`config.mk`:
```
export PLATFORM = sky130hd
export DESIGN_NAME = ean_autoneg_control
export DESIGN_NICKNAME = d
export VERILOG_FILES = /design/src/ean_pkg.sv /design/src/ean_autoneg_control.sv
export SDC_FILE = /design/constraint.sdc
export NUM_CORES = 1
export LEC_CHECK = 0
export ABC_AREA = 1
export CAP_MARGIN = 0
export CORE_MARGIN = 2
export CORE_UTILIZATION = 25
export DETAILED_ROUTE_END_ITERATION = 12
export DONT_BUFFER_PORTS = 1
export PLACE_DENSITY = 0.36
export SLEW_MARGIN = 5
export SYNTH_ARGS = -nofsm -noshare
export SYNTH_HDL_FRONTEND = slang
export SYNTH_SLANG_ARGS = --single-unit
```
`constraint.sdc`:
```
create_clock -name clock -period 1.97 [get_ports clock]
set_clock_uncertainty 0.1 [all_clocks]
set_input_delay 0.394 -clock clock [delete_from_list [all_inputs] [get_ports clock]]
set_output_delay 0.394 -clock clock [all_outputs]
set_load 0.03 [all_outputs]
```
`src/ean_pkg.sv`:
```
// constants and types for the ethernet negotiation control block
package ean_pkg;

  // ------------------------------------------------------------
  // register offsets
  // ------------------------------------------------------------
  localparam logic [4:0] REG_BASIC_MODE_CONTROL = 5'h00;
  localparam logic [4:0] REG_BASIC_MODE_STATUS = 5'h01;
  localparam logic [4:0] REG_ABILITY_ADVERTISEMENT = 5'h04;
  localparam logic [4:0] REG_PARTNER_ABILITY = 5'h05;
  localparam logic [4:0] REG_NEGOTIATION_EXPANSION = 5'h06;
  localparam logic [4:0] REG_LINK_STATUS_SUMMARY = 5'h10;

  // ------------------------------------------------------------
  // field positions
  // ------------------------------------------------------------
  localparam int CTL_SPEED_BIT = 13;
  localparam int CTL_NEG_EN_BIT = 12;
  localparam int CTL_RESTART_BIT = 9;
  localparam int CTL_DUPLEX_BIT = 8;
  localparam int STS_NEG_DONE_BIT = 5;
  localparam int STS_REMOTE_FAULT_BIT = 4;
  localparam int STS_LINK_BIT = 2;
  localparam int ADV_ABIL_LSB = 5;           // abilities {100fd,100hd,10fd,10hd} at [8:5]
  localparam int WORD_NEXT_PAGE_BIT = 15;
  localparam int WORD_REMOTE_FAULT_BIT = 13;
  localparam int EXP_PD_FAULT_BIT = 4;
  localparam int EXP_PARTNER_NP_BIT = 3;
  localparam int EXP_LOCAL_NP_BIT = 2;
  localparam int EXP_PAGE_RX_BIT = 1;
  localparam int EXP_PARTNER_NEG_BIT = 0;
  localparam int SUM_LINK_BIT = 0;
  localparam int SUM_SPEED_10_BIT = 1;
  localparam int SUM_DUPLEX_BIT = 2;
  localparam int SUM_NEG_DONE_BIT = 4;

  // ------------------------------------------------------------
  // fixed and reset values
  // ------------------------------------------------------------
  localparam logic [15:0] STATUS_ABILITY_BITS = 16'h7849;  // no t4, all others, preamble supp
  localparam logic [15:0] ADVERT_RESET = 16'h01e1;
  localparam logic [15:0] PD_WORD_100 = 16'h0081;
  localparam logic [15:0] PD_WORD_10 = 16'h0021;
  localparam logic [2:0] STRAP_SETTLE = 3'h4;

  // ------------------------------------------------------------
  // timing
  // ------------------------------------------------------------
  localparam int CLK_HZ = 40000000;
  localparam int BREAK_LINK_MS = 1500;
  localparam int COMPLETE_MAX_MS = 3000;
  localparam int PD_SETTLE_MS = 10;
  localparam int BREAK_CYCLES = BREAK_LINK_MS * (CLK_HZ / 1000);
  localparam int COMPLETE_CYCLES = COMPLETE_MAX_MS * (CLK_HZ / 1000);
  localparam int PD_CYCLES = PD_SETTLE_MS * (CLK_HZ / 1000);

  // ------------------------------------------------------------
  // state and storage types
  // ------------------------------------------------------------
  typedef enum logic [4:0] {
    ST_FORCED = 5'b00001,
    ST_BREAK = 5'b00010,
    ST_ABILITY = 5'b00100,
    ST_LINK_WAIT = 5'b01000,
    ST_GOOD = 5'b10000
  } ean_state_type;

  typedef struct packed {
    ean_state_type state;
    logic [2:0] strap_s0;
    logic [2:0] strap_s1;
    logic [2:0] strap_s2;
    logic [2:0] strap_f;
    logic [2:0] strap_cnt;
    logic strap_done;
    logic [2:0] g100_s;
    logic [2:0] g10_s;
    logic g100;
    logic g10;
    logic ctl_speed;
    logic ctl_neg_en;
    logic ctl_duplex;
    logic ctl_restart;
    logic forced_lock;
    logic [15:0] advert;
    logic [15:0] partner;
    logic exp_pd_fault;
    logic exp_page_rx;
    logic exp_partner_neg;
    logic exp_partner_np;
    logic neg_done;
    logic link_ok;
    logic res_100;
    logic res_full;
    logic [31:0] timer;
    logic [31:0] pd_cnt;
    logic [15:0] rdata;
    logic flp_on;
    logic tx_halt;
    logic [15:0] tx_word;
  } ean_regs_type;

endpackage

```
`src/ean_autoneg_control.sv`:
```
// negotiation control, strap handling and management registers for one port
//
// Function
// - strap disabled: force mode from ability straps
// - strap enabled: advertise per ability strap table
// - sample straps at reset into advert bits
// - control register writes override strap choice; under forced strap, enable must be cleared first
// - send advertisement register as pulse bursts
// - resolve 100 full, 100 half, 10 full, 10 half
// - forced speed/duplex from control bits only
// - report resolved speed in link summary
// - status ability bits fixed, t4 reads zero
// - status shows done, fault, link, preamble
// - advertisement resets to all until strap capture sets it, software may restrict
// - partner register loads base and next pages
// - parallel detect loads 0081 or 0021
// - expansion reports fault, np, page, partner able
// - both receivers watched during parallel detection
// - parallel detect leaves partner-able bit zero
// - fault when both links good
// - restart bit restarts negotiation anytime except under forced strap lock
// - lost negotiated link resumes negotiation
// - renegotiation halts transmit for break timer
// - negotiation completes within about three seconds
`timescale 1ns/10ps

module ean_autoneg_control #(
  parameter int BREAK_COUNT = ean_pkg::BREAK_CYCLES,     // break-link timer in clocks
  parameter int COMPLETE_COUNT = ean_pkg::COMPLETE_CYCLES, // negotiation give-up time in clocks
  parameter int PD_COUNT = ean_pkg::PD_CYCLES            // parallel detect settle in clocks
) (
  input wire logic clock,                    // core clock, 40 mhz
  input wire logic rst_b,                    // async reset, active low
  input wire logic [4:0] reg_addr,           // register address
  input wire logic [15:0] reg_wdata,         // register write data
  input wire logic reg_write,                // write strobe
  input wire logic reg_read,                 // read strobe
  output logic [15:0] reg_rdata,             // read data, cycle after strobe
  input wire logic negotiate_strap_enable,   // strap: negotiation enable
  input wire logic ability_strap_high,       // strap: ability high bit
  input wire logic ability_strap_low,        // strap: ability low bit
  input wire logic line_good_100,            // 100 receiver sees valid link
  input wire logic line_good_10,             // 10 receiver sees valid link
  input wire logic rx_page_valid,            // one-cycle pulse, partner word received
  input wire logic [15:0] rx_page_word,      // received partner code word
  output logic flp_enable,                   // send pulse bursts
  output logic tx_halt,                      // stop all transmit data and pulses
  output logic [15:0] tx_page_word,          // code word to send in bursts
  output logic link_up,                      // valid link in resolved mode
  output logic speed_100,                    // resolved or forced speed is 100
  output logic full_duplex,                  // resolved or forced duplex is full
  output logic neg_complete                  // negotiation finished
);
  import ean_pkg::*;

  // ------------------------------------------------------------
  // register map and limitations
  // ------------------------------------------------------------
  // 0x00 control: speed, enable, restart, duplex
  // 0x01 status: fixed abilities, done, fault, link
  // 0x04 advertisement, whole word writable
  // 0x05 partner word, read only
  // 0x06 expansion: fault, page flags clear on read
  // 0x10 summary: link, 10 mb/s, full, done
  // any other offset reads zero
  // local next page unsupported, reads zero
  // detect fault needs both receivers good
  // live link status, a short drop may be missed
  // a write wins over a sequence step
  // straps must hold from reset until capture
  // give-up after the window retries via break
  // next pages are stored, only the last resolves

  // ------------------------------------------------------------
  // helpers
  // ------------------------------------------------------------

  // advertised abilities selected by the ability straps
  function automatic logic [3:0] strap_advert(input logic [1:0] ab);
    logic [3:0] v;
    v = 4'h0;
    unique case (ab)
      2'b00: v = 4'h3;
      2'b01: v = 4'hc;
      2'b10: v = 4'h5;
      2'b11: v = 4'hf;
    endcase
    return v;
  endfunction

  // highest common mode: {found, is_100, is_full}
  function automatic logic [2:0] resolve(input logic [3:0] common);
    logic [2:0] v;
    v = 3'b000;
    if (common[3]) begin
      v = 3'b111;
    end else if (common[2]) begin
      v = 3'b110;
    end else if (common[1]) begin
      v = 3'b101;
    end else if (common[0]) begin
      v = 3'b100;
    end
    return v;
  endfunction

  localparam ean_regs_type REGS_RESET = '{
    state: ST_FORCED,
    advert: ADVERT_RESET,
    default: '0
  };

  ean_regs_type r;
  ean_regs_type n;
  logic [2:0] res;
  logic sel_good;
  logic neg_active;

  // ------------------------------------------------------------
  // next-state logic
  // ------------------------------------------------------------
  always_comb begin
    n = r;
    res = resolve(r.advert[ADV_ABIL_LSB +: 4] & rx_page_word[ADV_ABIL_LSB +: 4]);
    sel_good = r.res_100 ? r.g100 : r.g10;
    neg_active = r.ctl_neg_en & ~r.forced_lock;

    // pin synchronisers; a level counts once stages two and three agree
    n.strap_s0 = {negotiate_strap_enable, ability_strap_high, ability_strap_low};
    n.strap_s1 = r.strap_s0;
    n.strap_s2 = r.strap_s1;
    if (r.strap_s1 == r.strap_s2) begin
      n.strap_f = r.strap_s2;
    end
    n.g100_s = {r.g100_s[1:0], line_good_100};
    n.g10_s = {r.g10_s[1:0], line_good_10};
    if (r.g100_s[1] == r.g100_s[2]) begin
      n.g100 = r.g100_s[2];
    end
    if (r.g10_s[1] == r.g10_s[2]) begin
      n.g10 = r.g10_s[2];
    end

    // read mux; flags cleared by read are set again below if an event coincides
    n.rdata = 16'h0000;
    if (reg_read) begin
      unique case (reg_addr)
        REG_BASIC_MODE_CONTROL: begin
          n.rdata[CTL_SPEED_BIT] = r.ctl_speed;
          n.rdata[CTL_NEG_EN_BIT] = r.ctl_neg_en;
          n.rdata[CTL_RESTART_BIT] = r.ctl_restart;
          n.rdata[CTL_DUPLEX_BIT] = r.ctl_duplex;
        end
        REG_BASIC_MODE_STATUS: begin
          n.rdata = STATUS_ABILITY_BITS;
          n.rdata[STS_NEG_DONE_BIT] = r.neg_done;
          n.rdata[STS_REMOTE_FAULT_BIT] = r.partner[WORD_REMOTE_FAULT_BIT];
          n.rdata[STS_LINK_BIT] = r.link_ok;
        end
        REG_ABILITY_ADVERTISEMENT: n.rdata = r.advert;
        REG_PARTNER_ABILITY: n.rdata = r.partner;
        REG_NEGOTIATION_EXPANSION: begin
          n.rdata[EXP_PD_FAULT_BIT] = r.exp_pd_fault;
          n.rdata[EXP_PARTNER_NP_BIT] = r.exp_partner_np;
          n.rdata[EXP_LOCAL_NP_BIT] = 1'b0;
          n.rdata[EXP_PAGE_RX_BIT] = r.exp_page_rx;
          n.rdata[EXP_PARTNER_NEG_BIT] = r.exp_partner_neg;
          n.exp_pd_fault = 1'b0;
          n.exp_page_rx = 1'b0;
        end
        REG_LINK_STATUS_SUMMARY: begin
          n.rdata[SUM_LINK_BIT] = r.link_ok;
          n.rdata[SUM_SPEED_10_BIT] = r.link_ok & ~r.res_100;
          n.rdata[SUM_DUPLEX_BIT] = r.link_ok & r.res_full;
          n.rdata[SUM_NEG_DONE_BIT] = r.neg_done;
        end
        default: n.rdata = 16'h0000;
      endcase
    end

    // strap capture shortly after reset release
    if (!r.strap_done) begin
      n.strap_cnt = r.strap_cnt + 3'h1;
      if (r.strap_cnt == STRAP_SETTLE) begin
        n.strap_done = 1'b1;
        if (r.strap_f[2]) begin
          n.ctl_neg_en = 1'b1;
          n.advert[ADV_ABIL_LSB +: 4] = strap_advert(r.strap_f[1:0]);
          n.state = ST_ABILITY;
          n.flp_on = 1'b1;
          n.timer = 32'h0;
        end else begin
          n.ctl_neg_en = 1'b0;
          n.ctl_speed = r.strap_f[1];
          n.ctl_duplex = r.strap_f[0];
          n.advert[ADV_ABIL_LSB +: 4] = 4'h1 << {r.strap_f[1], r.strap_f[0]};
          // forced strap locks out software enable
          n.forced_lock = 1'b1;
        end
      end
    end

    // ------------------------------------------------------------
    // negotiation sequence
    // ------------------------------------------------------------
    unique case (r.state)
      ST_FORCED: begin
        // speed and duplex from control bits
        n.flp_on = 1'b0;
        n.tx_halt = 1'b0;
        n.neg_done = 1'b0;
        // bits have no effect while enable is set
        if (!r.ctl_neg_en) begin
          n.res_100 = r.ctl_speed;
          n.res_full = r.ctl_duplex;
        end
        n.link_ok = sel_good;
      end
      ST_BREAK: begin
        n.tx_halt = 1'b1;
        n.flp_on = 1'b0;
        n.ctl_restart = 1'b0;
        n.timer = r.timer + 32'h1;
        if (r.timer == 32'(BREAK_COUNT - 1)) begin
          n.state = ST_ABILITY;
          n.timer = 32'h0;
          n.pd_cnt = 32'h0;
          n.tx_halt = 1'b0;
          n.flp_on = 1'b1;
        end
      end
      ST_ABILITY: begin
        n.flp_on = 1'b1;
        n.timer = r.timer + 32'h1;
        if (rx_page_valid) begin
          n.partner = rx_page_word;
          n.exp_page_rx = 1'b1;
          n.exp_partner_neg = 1'b1;
          n.exp_partner_np = rx_page_word[WORD_NEXT_PAGE_BIT];
          n.pd_cnt = 32'h0;
          if (!rx_page_word[WORD_NEXT_PAGE_BIT]) begin
            n.res_100 = res[1];
            n.res_full = res[0];
            n.state = res[2] ? ST_LINK_WAIT : ST_BREAK;
            n.flp_on = 1'b0;
            n.timer = 32'h0;
          end
        end else if (r.g100 ^ r.g10) begin
          n.pd_cnt = r.pd_cnt + 32'h1;
          if (r.pd_cnt == 32'(PD_COUNT - 1)) begin
            // fixed partner word on parallel detect
            n.partner = r.g100 ? PD_WORD_100 : PD_WORD_10;
            n.exp_partner_neg = 1'b0;
            n.res_100 = r.g100;
            n.res_full = 1'b0;
            n.neg_done = 1'b1;
            n.link_ok = 1'b1;
            n.flp_on = 1'b0;
            n.state = ST_GOOD;
          end
        end else begin
          n.pd_cnt = 32'h0;
          // two good links is a detect fault
          if (r.g100 & r.g10) begin
            n.exp_pd_fault = 1'b1;
          end
        end
        // give up and restart after the completion window
        if (r.timer == 32'(COMPLETE_COUNT - 1)) begin
          n.state = ST_BREAK;
          n.timer = 32'h0;
          n.flp_on = 1'b0;
        end
      end
      ST_LINK_WAIT: begin
        n.timer = r.timer + 32'h1;
        if (sel_good) begin
          n.state = ST_GOOD;
          n.neg_done = 1'b1;
          n.link_ok = 1'b1;
        end else if (r.timer == 32'(COMPLETE_COUNT - 1)) begin
          n.state = ST_BREAK;
          n.timer = 32'h0;
        end
      end
      ST_GOOD: begin
        if (!sel_good) begin
          n.state = ST_BREAK;
          n.timer = 32'h0;
          n.neg_done = 1'b0;
          n.link_ok = 1'b0;
        end
      end
    endcase

    // ------------------------------------------------------------
    // register writes; a write request overrides the sequence above
    // ------------------------------------------------------------
    if (reg_write) begin
      unique case (reg_addr)
        REG_BASIC_MODE_CONTROL: begin
          n.ctl_speed = reg_wdata[CTL_SPEED_BIT];
          n.ctl_duplex = reg_wdata[CTL_DUPLEX_BIT];
          n.ctl_neg_en = reg_wdata[CTL_NEG_EN_BIT];
          if (!reg_wdata[CTL_NEG_EN_BIT]) begin
            // clearing the enable releases the lock
            n.forced_lock = 1'b0;
            n.ctl_restart = 1'b0;
            n.state = ST_FORCED;
            n.neg_done = 1'b0;
            n.link_ok = 1'b0;
          end else if (!r.forced_lock && (!r.ctl_neg_en || reg_wdata[CTL_RESTART_BIT])) begin
            n.ctl_restart = reg_wdata[CTL_RESTART_BIT] & neg_active;
            n.state = ST_BREAK;
            n.timer = 32'h0;
            n.neg_done = 1'b0;
            n.link_ok = 1'b0;
            n.flp_on = 1'b0;
            n.tx_halt = 1'b1;
          end
        end
        REG_ABILITY_ADVERTISEMENT: n.advert = reg_wdata;
        default: n.advert = n.advert;
      endcase
    end

    n.tx_word = n.advert;
  end

  // ------------------------------------------------------------
  // state register
  // ------------------------------------------------------------
  always_ff @(posedge clock or negedge rst_b) begin
    if (!rst_b) begin
      r <= REGS_RESET;
    end else begin
      r <= n;
    end
  end

  // outputs straight from flops
  assign reg_rdata = r.rdata;
  assign flp_enable = r.flp_on;
  assign tx_halt = r.tx_halt;
  assign tx_page_word = r.tx_word;
  assign link_up = r.link_ok;
  assign speed_100 = r.res_100;
  assign full_duplex = r.res_full;
  assign neg_complete = r.neg_done;

endmodule

```
==> metrics.cfg, run 1 <==
[grt]
overflow = 0
grt_max_degree = 162
first_global_vias = 8625
gr-usage-all-layers_pct = 16.7
grt_pass1_wl_um = 49500
antenna_found_initial = 0

[routing]
num_vias = 8482
drtIter0Drc = 428
routedWlPerCell_um = 16.8
drt-total-wl_um = 31400
firstDrtPassIters = 5
ant_nets = 0
drc_errors = 0
avgViaCountPerCell = 4.53

[sta]
whs_ns = -0.441
layout_setup_ws_ns = -0.0266
report.final.slew_viol_count = 0
rsz0062_at_grt = yes
hold_violations = 160
fmax_ghz = 0.501
setup_violations = 7
period_minus_slack_ns = 2.00
worst_slew_margin_rel_pct = 62.6
tightest_slew_ns = 0.562
fin_crit_sh_pct = 101

[hold_path]
hold_path.class = input pin to asynchronous set/reset pin

[layout]
final_cell_mix = nand2_1 (297), buf_4 (159), dfrtp_1 (152)
fin_area_um2 = 12200
final_common_cell = nand2_1
final_layout_size_suffix_gt1_share_pct = 24.6
area_growth_pct = 33.3
final_cells = 1872
nets = 1444

[cts]
root_buffer = clkbuf_16
cts_buffers = 17
insertion_delay_ns = 0.45
clockBufferDepth = 2
clkTransAtPathRegs_ns = 0.07
cts_max_level = 4
ctsHoldBuffers = 35
tritoncts = done
clock_sinks = 161

[synthesis]
synthesis.nets = 1270
synth_compound_area_share_pct = 10.2
muxShareOfSynthArea_pct = 0
avgSynthCellArea_um2 = 7.55
seq_area_frac_synth_pct = 44.0
synth_top_area_share_pct = 42.3
ys_ff_latch = 161
synth_warnings = 0
synth_cell_type_count = 52
synth_top_family_by_area = simple AND/OR/NAND/NOR gates
synth_cells = 1216
synth_area_leaders = dfrtp_1 (42%), nand2_1 (13%), nor2_1 (6.3%)
yosys.area_share.simple_pct = 31.5
synthXorXnorAreaFrac_pct = 2.58
synth_flop_cell = dfrtp_1
synth_area_um2 = 9180
synth_top_area_cell = dfrtp_1
async_flop_share_pct = 100
synthAdderAreaFrac_pct = 1.17
synth_edf_count = 0

[place]
post-place-ws_ns = -0.0862
placed_cell_area_um2 = 10600
gp_congestion = 0.870
placedCellCount = 1786
dp_hpwl_um = 23000
port_buffers = 0

[power]
p_leak_nw = 5.64
powerDensity_nw_per_um2 = 1080
ir_drop_uv = 384

[run_status]
violations = hold timing, setup timing
status = finished with violations

[setup_path]
reg2reg_from = r[67]$_DFF_PN0_
r2r_end = r[66]$_DFF_PN0_
worstRegToRegCells = 11
arrival_ns = 2.24
cp-end-kind = register
critPathKind = register to register
crit_fanout = 12
cp_data_required_time_ns = 2.21
reg2reg_slack_ns = -0.03
worstSetupStartpointType = register

[floorplan]
ios = 85
fp.dieH_um = 196
start_util_pct = 25.2
core-area_um2 = 36300
die_area_um2 = 38300
die_w_um = 196
num_rows = 70

[flow_run]
cap_violations = 0

## power breakdown
group          leakage, nW  internal (mW)  switching [mW]
logic                 3.34           2.16            2.60
clock network        0.283           1.81            1.69
registers             2.02           4.09           0.875
## flip-flops by register name, indices dropped and copies added (netlist names)
name / cells
r: 114
reg_rdata: 16
tx_page_word: 15
n: 10
flp_enable: 1
full_duplex: 1
link_up: 1
neg_complete: 1
speed_100: 1
tx_halt: 1
## logic make-up (layout without fill, tap and decap cells)
group	count (synthesis)	in the layout
and+or+nand+nor	655	657
buffers and inverters	209	394
DFF	161	161
AOI/OAI and AO/OA	155	155
xor gates and xnor gates	27	27
adders and majority gates	9	9
other	0	1
## repair_timing
action / in CTS / in global routing
buffers inserted: 0 / 15
gates resized for setup: 13 / 133
setup endpoints to repair: 42 / 93
cloned: 0 / 4
pin swaps: 4 / 25
hold endpoints to repair: 202 / 161
## per-stage QoR
step                hold WS (ns)  utilization [%]  TNS (ns)  power, mW
finish                    -0.441             33.7   -0.0528       13.2
CTS                       -0.475             31.8   -0.0117       12.7
global route              -0.475             33.7     -4.34       14.1
detailed placement        0.0145             29.1    -0.689       9.08
floorplan               -0.00159                -         0       7.33
global placement          0.0133             29.1    -0.476       9.08
## cell usage after synthesis (7+ instances only)
| cell | n |
|---|---|
| xor2_1 | 22 |
| dfrtp_1 | 155 |
| inv_1 | 147 |
| nor2_4 | 7 |
| a22o_1 | 15 |
| nand4_1 | 20 |
| a21oi_1 | 61 |
| nor2_1 | 154 |
| nor2_2 | 7 |
| ha_1 | 7 |
| nand3_1 | 91 |
| o22ai_1 | 7 |
| nand2_1 | 311 |
| o21ai_0 | 38 |
| buf_4 | 38 |
| nand2_2 | 7 |
| nor3_1 | 37 |
## routing by layer
layer  GRT usage, %  vias to the layer above  wire, µm
met3           2.66                       29       960
li1               -                     4280         -
met2           26.7                      122     14500
met4           4.86                        0       487
met1           23.2                     4051     15500
met5              0                        -         0
## worst max-delay path, cell delays in order, from the launching register on
cell and delay [ns]:
dfrtp_1 0.39, ha_4 0.16, nand2_4 0.06, nor2_4 0.13, nand2_4 0.08, nor2_4 0.14
nand2_2 0.07, a21oi_2 0.18, nand3_4 0.16, buf_4 0.23, o21ai_1 0.13, inv_1 0.05
## worst max-delay path by stage
| stage | from | endpoint | slack [ns] |
|---|---|---|---|
| final | r[67]$_DFF_PN0_ | r[66]$_DFF_PN0_ | -0.03 |
| after global placement | r[34]$_DFFE_PN0P_ | r[168]$_DFF_PN0_ | -0.06 |
| after CTS | r[34]$_DFFE_PN0P_ | r[112]$_DFFE_PN0P_ | -0.005 |
| after floorplan | r[66]$_DFF_PN0_ | r[80]$_DFF_PN0_ | 0.05 |
| after global routing | r[96]$_DFF_PN0_ | r[66]$_DFF_PN0_ | -0.15 |
| after detailed placement | r[66]$_DFF_PN0_ | r[41]$_DFFE_PN0P_ | -0.09 |
## final cells by class
cell class	instances	area [µm²]
tap	468	586
timing repair buffer	208	1760
inverter	154	599
clock buffer	17	425
clock inverter	15	170
fill	3876	24100
antenna	1	2.50
multi-input combinational	848	4650
sequential	161	4040
Note: power is estimated with default switching activity, not from simulation.
==> run 2: changes to the inputs <==
Settings changed: GPL_ROUTABILITY_DRIVEN set to 0, HOLD_SLACK_MARGIN set to 0.1.
Clock period 1.97 ns to 1.7 ns, I/O delays scaled along.
==> metrics.cfg, run 2 (same netlist as run 1, synthesis figures left out) <==
[run_status]
status = finished with violations
violations = hold timing, setup timing

[setup_path]
arrival_ns = 2.20  ; -0.04 ns
critPathMaxStageDelay_ns = 0.36  ; -0.03 ns
cp-end-kind = register
slowest_stage = dfrtp_1
worstSetupStartpointType = register
crit_fanout = 5  ; -7
critPathKind = register to register
cp_data_required_time_ns = 1.94  ; -0.27 ns
worstPathCellList = ha_2 -> nand2_2 -> nor2_4 -> nand2_4 -> nor2_4 -> nand3_4 -> nand2_8 -> inv_8 -> nor2_4 -> inv_4 -> o21ai_4 -> a21boi_2
cpMostUsedCell = nor2_4

[layout]
multiInputGateArea_um2 = 5390  ; +16%
antenna_cells = 0  ; -1
seq_area_um2 = 4040  ; about the same
nets = 1631  ; +13%
area_growth_pct = 58.8
largest_register_ffs = 114  ; unchanged
final_cells = 2058  ; +9.9%
final_common_cell = buf_4
top_register = r
nFillCells = 3704  ; -4.4%
final_layout_size_suffix_gt1_share_pct = 42.5  ; +18 points
final_cell_mix = buf_4 (299), nand2_1 (272), dfrtp_1 (149)

[cts]
root_buffer = clkbuf_16
cts_buffers = 17  ; unchanged
clock_sinks = 161  ; unchanged
tritoncts = done
insertion_delay_ns = 0.45  ; about the same
ctsHoldBuffers = 40  ; +14%
clkTransAtPathRegs_ns = 0.07  ; about the same
cts_max_level = 4  ; unchanged
clockBufferDepth = 2  ; unchanged

[grt]
grt_pass1_wl_um = 53100  ; +7.3%
first_global_vias = 9509  ; +10%
overflow = 0  ; unchanged
grt_max_degree = 162  ; unchanged
gr-usage-all-layers_pct = 17.8  ; +1.2 points
antenna_found_initial = 0  ; unchanged

[sta]
worst_slew_margin_rel_pct = 63.7  ; +1.1 points
layout_setup_ws_ns = -0.265  ; -0.238 ns
hold_violations = 161  ; +0.63%
fin_crit_sh_pct = 116  ; +14 points
fmax_ghz = 0.509  ; +1.6%
report.final.slew_viol_count = 0  ; unchanged
setup_violations = 85  ; +78
whs_ns = -0.507  ; -0.0654 ns
period_minus_slack_ns = 1.96  ; -0.0317 ns
fin_tns_setup_ns = -13.37  ; -13.32 ns
rsz0062_at_grt = yes
tightest_slew_ns = 0.539  ; -0.0222 ns

[routing]
drtIter0Drc = 563  ; +32%
avgViaCountPerCell = 4.50  ; -0.71%
num_vias = 9259  ; +9.2%
routedWlPerCell_um = 16.2  ; -3.4%
firstDrtPassIters = 5  ; unchanged
drt-total-wl_um = 33300  ; +6.2%
drc_errors = 0  ; unchanged
ant_nets = 0  ; unchanged

[floorplan]
ios = 85  ; unchanged
start_util_pct = 25.2  ; unchanged
core-area_um2 = 36300  ; unchanged
die_area_um2 = 38300  ; unchanged
num_rows = 70  ; unchanged
fp.dieH_um = 196  ; unchanged
die_w_um = 196  ; unchanged

[place]
port_buffers = 0  ; unchanged
placedCellCount = 1922  ; +7.6%
dp_hpwl_um = 24000  ; +4.0%

[power]
p_leak_nw = 6.83  ; +21%
powerDensity_nw_per_um2 = 1130  ; +4.8%
p_total_mw = 16.5  ; +25%
ir_drop_uv = 464  ; +21%

[hold_path]
hold_path.class = input pin to asynchronous set/reset pin

[flow_run]
cap_violations = 0  ; unchanged

[run 2: cell count changes in the layout (fill, tap and decap cells not counted), sizes merged]
| cell | before | now |
|---|---|---|
| diode | 1 | 0 |
| clkinv | 7 | 9 |
| buf | 171 | 352 |
| clkinvlp | 5 | 1 |
| inv | 156 | 157 |
| dlygate4sd3 | 35 | 40 |
| clkbuf | 19 | 21 |
| bufinv | 1 | 0 |
| nand3 | 98 | 99 |
[run 2: per-stage QoR]
stage | cell area (µm²) | utilization [%] | hold slack, ns | setup slack, ns
finish | 14600 | 40.1 | -0.507 | -0.265
global route | 14600 | 40.1 | -0.535 | -0.369
CTS | 13600 | 37.4 | -0.539 | -0.233
detailed placement | 11800 | 32.4 | -0.0468 | -0.301
global placement | 11800 | 32.4 | -0.0474 | -0.338
floorplan | 9360 | - | -0.0556 | -0.204
[run 2: critical path: cells and delay by family, from the launching register on]
| kind | cells | cell delay [ns] |
|---|---|---|
| fa+ha+maj | 1 | 0.19 |
| flops | 1 | 0.36 |
| compound gates | 2 | 0.15 |
| buf+inv | 2 | 0.16 |
| simple gates | 7 | 0.90 |
[run 2: cell type report]
cell class                      count  share of cell area [%]
Clock buffer                       19                    3.04
Clock inverter                     13                   0.687
Inverter                          154                    4.19
Multi-Input combinational cell    849                    37.0
Sequential cell                   161                    27.8
Tap cell                          468                    4.02
Timing Repair Buffer              394                    23.3
[run 2: final timing paths]
kind                                        from                endpoint  slack, ns  depth (start not counted)
worst max-delay path             r[67]$_DFF_PN0_       r[50]$_DFFE_PN0P_      -0.26                         12
worst min-delay path                       rst_b         r[96]$_DFF_PN0_      -0.51                          0
worst max register to register   r[67]$_DFF_PN0_       r[50]$_DFFE_PN0P_      -0.26                         12
worst min register to register  n[149]$_DFF_PN0_        n[150]$_DFF_PN0_       0.26                          0
max in group asynchronous                  rst_b        r[122]$_DFF_PN1_       1.70                          0
min in group clock                   reg_addr[1]  reg_rdata[4]$_DFF_PN0_       0.14                          4
[run 2: metal layers]
metal / vias to the layer above / global-route usage (%) / routed length (µm)
met4: 0 / 5.65 / 659
met2: 151 / 28.3 / 15400
met5: - / 0 / 0
li1: 4646 / - / -
met3: 33 / 3.06 / 1300
met1: 4429 / 24.7 / 16000
[run 2: power by group]
| part | internal [mW] | switching (mW) |
|---|---|---|
| clock | 1.93 | 1.78 |
| combinational | 3.51 | 3.57 |
| sequential | 4.74 | 0.957 |
[run 2: repair_timing]
action,in CTS,in global routing
buffers inserted,34,31
gates cloned,4,2
endpoints found under the hold margin,219,161
resized for setup,177,185
pin swaps,56,66
setup endpoints to repair,98,99
==> run 3: changes to the inputs <==
Settings changed: ABC_AREA 1 to unset.
==> metrics.cfg, run 3 <==
[run_status]
status = finished with violations
violations = hold timing, setup timing

[power]
p_total_mw = 14.6  ; -12%
p_int_mw = 9.44  ; -7.3%
switchingPower_mw = 5.15  ; -18%
clock_power_share_pct = 28.2  ; +5.7 points
p_comb_share_pct = 36.9  ; -6.0 points
switching_share_pct = 35.3  ; -3.0 points
powerDensity_nw_per_um2 = 1180  ; +4.1%
p_leak_nw = 5.49  ; -20%
ir_drop_uv = 682  ; +47%
seqPwrFrac_pct = 34.8  ; +0.2 points

[sta]
fmax_ghz = 0.384  ; -25%
fin_crit_sh_pct = 153  ; +38 points
layout_setup_ws_ns = -0.905  ; -0.640 ns
worst_slew_margin_rel_pct = 55.6  ; -8.0 points
hold_violations = 161  ; unchanged
report.final.slew_viol_count = 0  ; unchanged
whs_ns = -0.501  ; +0.00623 ns
period_minus_slack_ns = 2.60  ; +0.640 ns
tightest_slew_ns = 0.663  ; +0.124 ns
fin_tns_setup_ns = -67.97  ; -54.60 ns
setup_violations = 91  ; +7.1%
rsz0062_at_grt = yes

[cts]
root_buffer = clkbuf_16
insertion_delay_ns = 0.44  ; about the same
ctsHoldBuffers = 43  ; +7.5%
clockBufferDepth = 2  ; unchanged
clkTransAtPathRegs_ns = 0.07  ; about the same
clock_sinks = 161  ; unchanged
cts_buffers = 17  ; unchanged
cts_max_level = 4  ; unchanged
tritoncts = done

[setup_path]
r2r_end = r[56]$_DFFE_PN0P_
reg2reg_slack_ns = -0.90  ; -0.64 ns
worstSetupStartpointType = register
critPathMaxStageDelay_ns = 0.57  ; +0.21 ns
critPathKind = register to register
cp-end-kind = register
cp_data_required_time_ns = 1.96  ; +0.02 ns
arrival_ns = 2.87  ; +0.67 ns
worstRegToRegCells = 8  ; -4
crit_fanout = 4  ; -1
cp-endpoint = r[56]$_DFFE_PN0P_
cp-startpoint = r[94]$_DFF_PN0_
reg2reg_from = r[94]$_DFF_PN0_
slowest_stage = or4_4
worstPathCellList = or4bb_1 -> or4_4 -> nor4_4 -> buf_6 -> buf_12 -> o211ai_4 -> or3_1 -> a21oi_1

[synthesis]
synth_area_um2 = 8370  ; -8.8%
synth_cell_type_count = 70  ; +35%
synth_top_area_share_pct = 46.3  ; +4.1 points
ys_ff_latch = 161  ; unchanged
synthesis.nets = 948  ; -25%
synth_area_leaders = dfrtp_1 (46%), nand2_1 (5.1%), o21ai_0 (3.5%)
async_flop_share_pct = 100  ; unchanged
synth_cells = 894  ; -26%
seq_area_frac_synth_pct = 48.2  ; +4.2 points
synth_warnings = 0  ; unchanged
yosysMostFrequentCell = dfrtp_1
synth_edf_count = 0  ; unchanged
synth_common_cells = dfrtp_1 (155), nand2_1 (113), nor2_1 (76)
synth_top_area_cell = dfrtp_1
avgSynthCellArea_um2 = 9.36  ; +24%
synth_flop_cell = dfrtp_1

[layout]
final_layout_size_suffix_gt1_share_pct = 35.4  ; -7.1 points
area_growth_pct = 47.8
final_cell_mix = buf_4 (203), dfrtp_1 (151), nand2_1 (109)
largest_register_ffs = 114  ; unchanged
antenna_cells = 0  ; unchanged
final_common_cell = buf_4
nFillCells = 3351  ; -9.5%
fin_util_pct = 37.2  ; -2.9 points
nets = 1177  ; -28%
top_register = r

[grt]
grt_max_degree = 162  ; unchanged
first_global_vias = 7626  ; -20%
gr-usage-all-layers_pct = 16.1  ; -1.7 points
grt_pass1_wl_um = 44300  ; -17%
overflow = 0  ; unchanged
antenna_found_initial = 1  ; +1

[hold_path]
hold_path.class = input pin to asynchronous set/reset pin

[routing]
drc_errors = 0  ; unchanged
num_vias = 7472  ; -19%
drtIter0Drc = 329  ; -42%
ant_nets = 0  ; unchanged
firstDrtPassIters = 4  ; -1
drt-total-wl_um = 28100  ; -16%
avgViaCountPerCell = 4.72  ; +4.8%
routedWlPerCell_um = 17.7  ; +9.4%

[flow_run]
cap_violations = 0  ; unchanged

[floorplan]
core-area_um2 = 33300  ; -8.4%
ios = 85  ; unchanged
die_area_um2 = 35000  ; -8.6%
num_rows = 67  ; -4.3%
fp.dieH_um = 187  ; -4.4%
die_w_um = 187  ; -4.4%
start_util_pct = 25.2  ; -0.094 points

[place]
dp_hpwl_um = 19300  ; -20%
port_buffers = 0  ; unchanged

## run 3: cells by family (layout without fill, tap and decap cells)
logic type	count (synthesis)	in the layout	share of synthesized area (%)
AO/OA/AOI/OAI	218	219	17.2
multiplexers	30	30	3.72
AND/OR/NAND/NOR	366	366	21.9
flip-flops	161	161	48.2
buffers and inverters	91	332	5.66
adder cells (fa/ha/maj)	9	9	1.29
XOR/XNOR	19	19	1.99
## run 3: critical path, delay by kind of cell (launching register included)
kind                   cells  cell delay [ns]
AOI/OAI and AO/OA          2             0.21
buffers and inverters      2             0.29
DFF                        1             0.38
and+or+nand+nor            4             1.55
## run 3: worst min path at each step
stage,startpoint,cells past startpoint,to,slack [ns]
2_1_floorplan,rst_b,0,flp_enable$_DFF_PN0_,-0.06
3_3_place_gp,rst_b,0,tx_page_word[7]$_DFF_PN0_,-0.05
3_5_place_dp,rst_b,0,tx_page_word[6]$_DFF_PN0_,-0.05
4_1_cts,rst_b,0,r[69]$_DFF_PN0_,-0.52
5_1_grt,rst_b,0,tx_page_word[6]$_DFF_PN0_,-0.53
6_report,rst_b,0,tx_page_word[6]$_DFF_PN0_,-0.50
## run 3: per-stage QoR
stage / hold slack, ns / instances / area, µm² / setup WS (ns)
finish: -0.501 / 1584 / 12400 / -0.905
global route: -0.528 / 1584 / 12400 / -1.00
CTS: -0.524 / 1571 / 11800 / -0.870
detailed placement: -0.0482 / 1486 / 10500 / -0.898
global placement: -0.0503 / 1486 / 10500 / -0.868
floorplan: -0.0556 / 894 / 8590 / -0.801
## run 3: final cells by class
cell class / count / area, µm² / area share, %
clock buffer: 19 / 453 / 3.66
timing repair buffer: 284 / 2530 / 20.5
sequential: 161 / 4040 / 32.7
inverter: 16 / 60.1 / 0.485
clock inverter: 13 / 169 / 1.37
tap: 448 / 561 / 4.53
multi-input combinational: 643 / 4560 / 36.8
## run 3: power groups by stage
stage,logic [mW],clock network (mW),registers (mW)
after detailed placement,4.43,0,5.15
after global placement,4.43,0,5.15
after global routing,5.87,4.40,5.17
after floorplan,2.80,0,4.92
after CTS,4.75,4.26,5.08
final,5.39,4.12,5.08
## run 3: repair_timing
item | in CTS | in global routing
endpoints found under the hold margin | 227 | 161
gates cloned | 3 | 5
buffers inserted | 8 | 9
pin swaps | 32 | 28
setup endpoints to repair | 91 | 103
resized for setup | 46 | 90
## run 3: per-layer routing
| metal | vias to the layer above | track usage, % | routed length [µm] |
|---|---|---|---|
| met3 | 20 | 3.25 | 1080 |
| met5 | - | 0 | 0 |
| met1 | 3616 | 21.8 | 13500 |
| met4 | 0 | 4.33 | 405 |
| li1 | 3692 | - | - |
| met2 | 144 | 26.2 | 13100 |
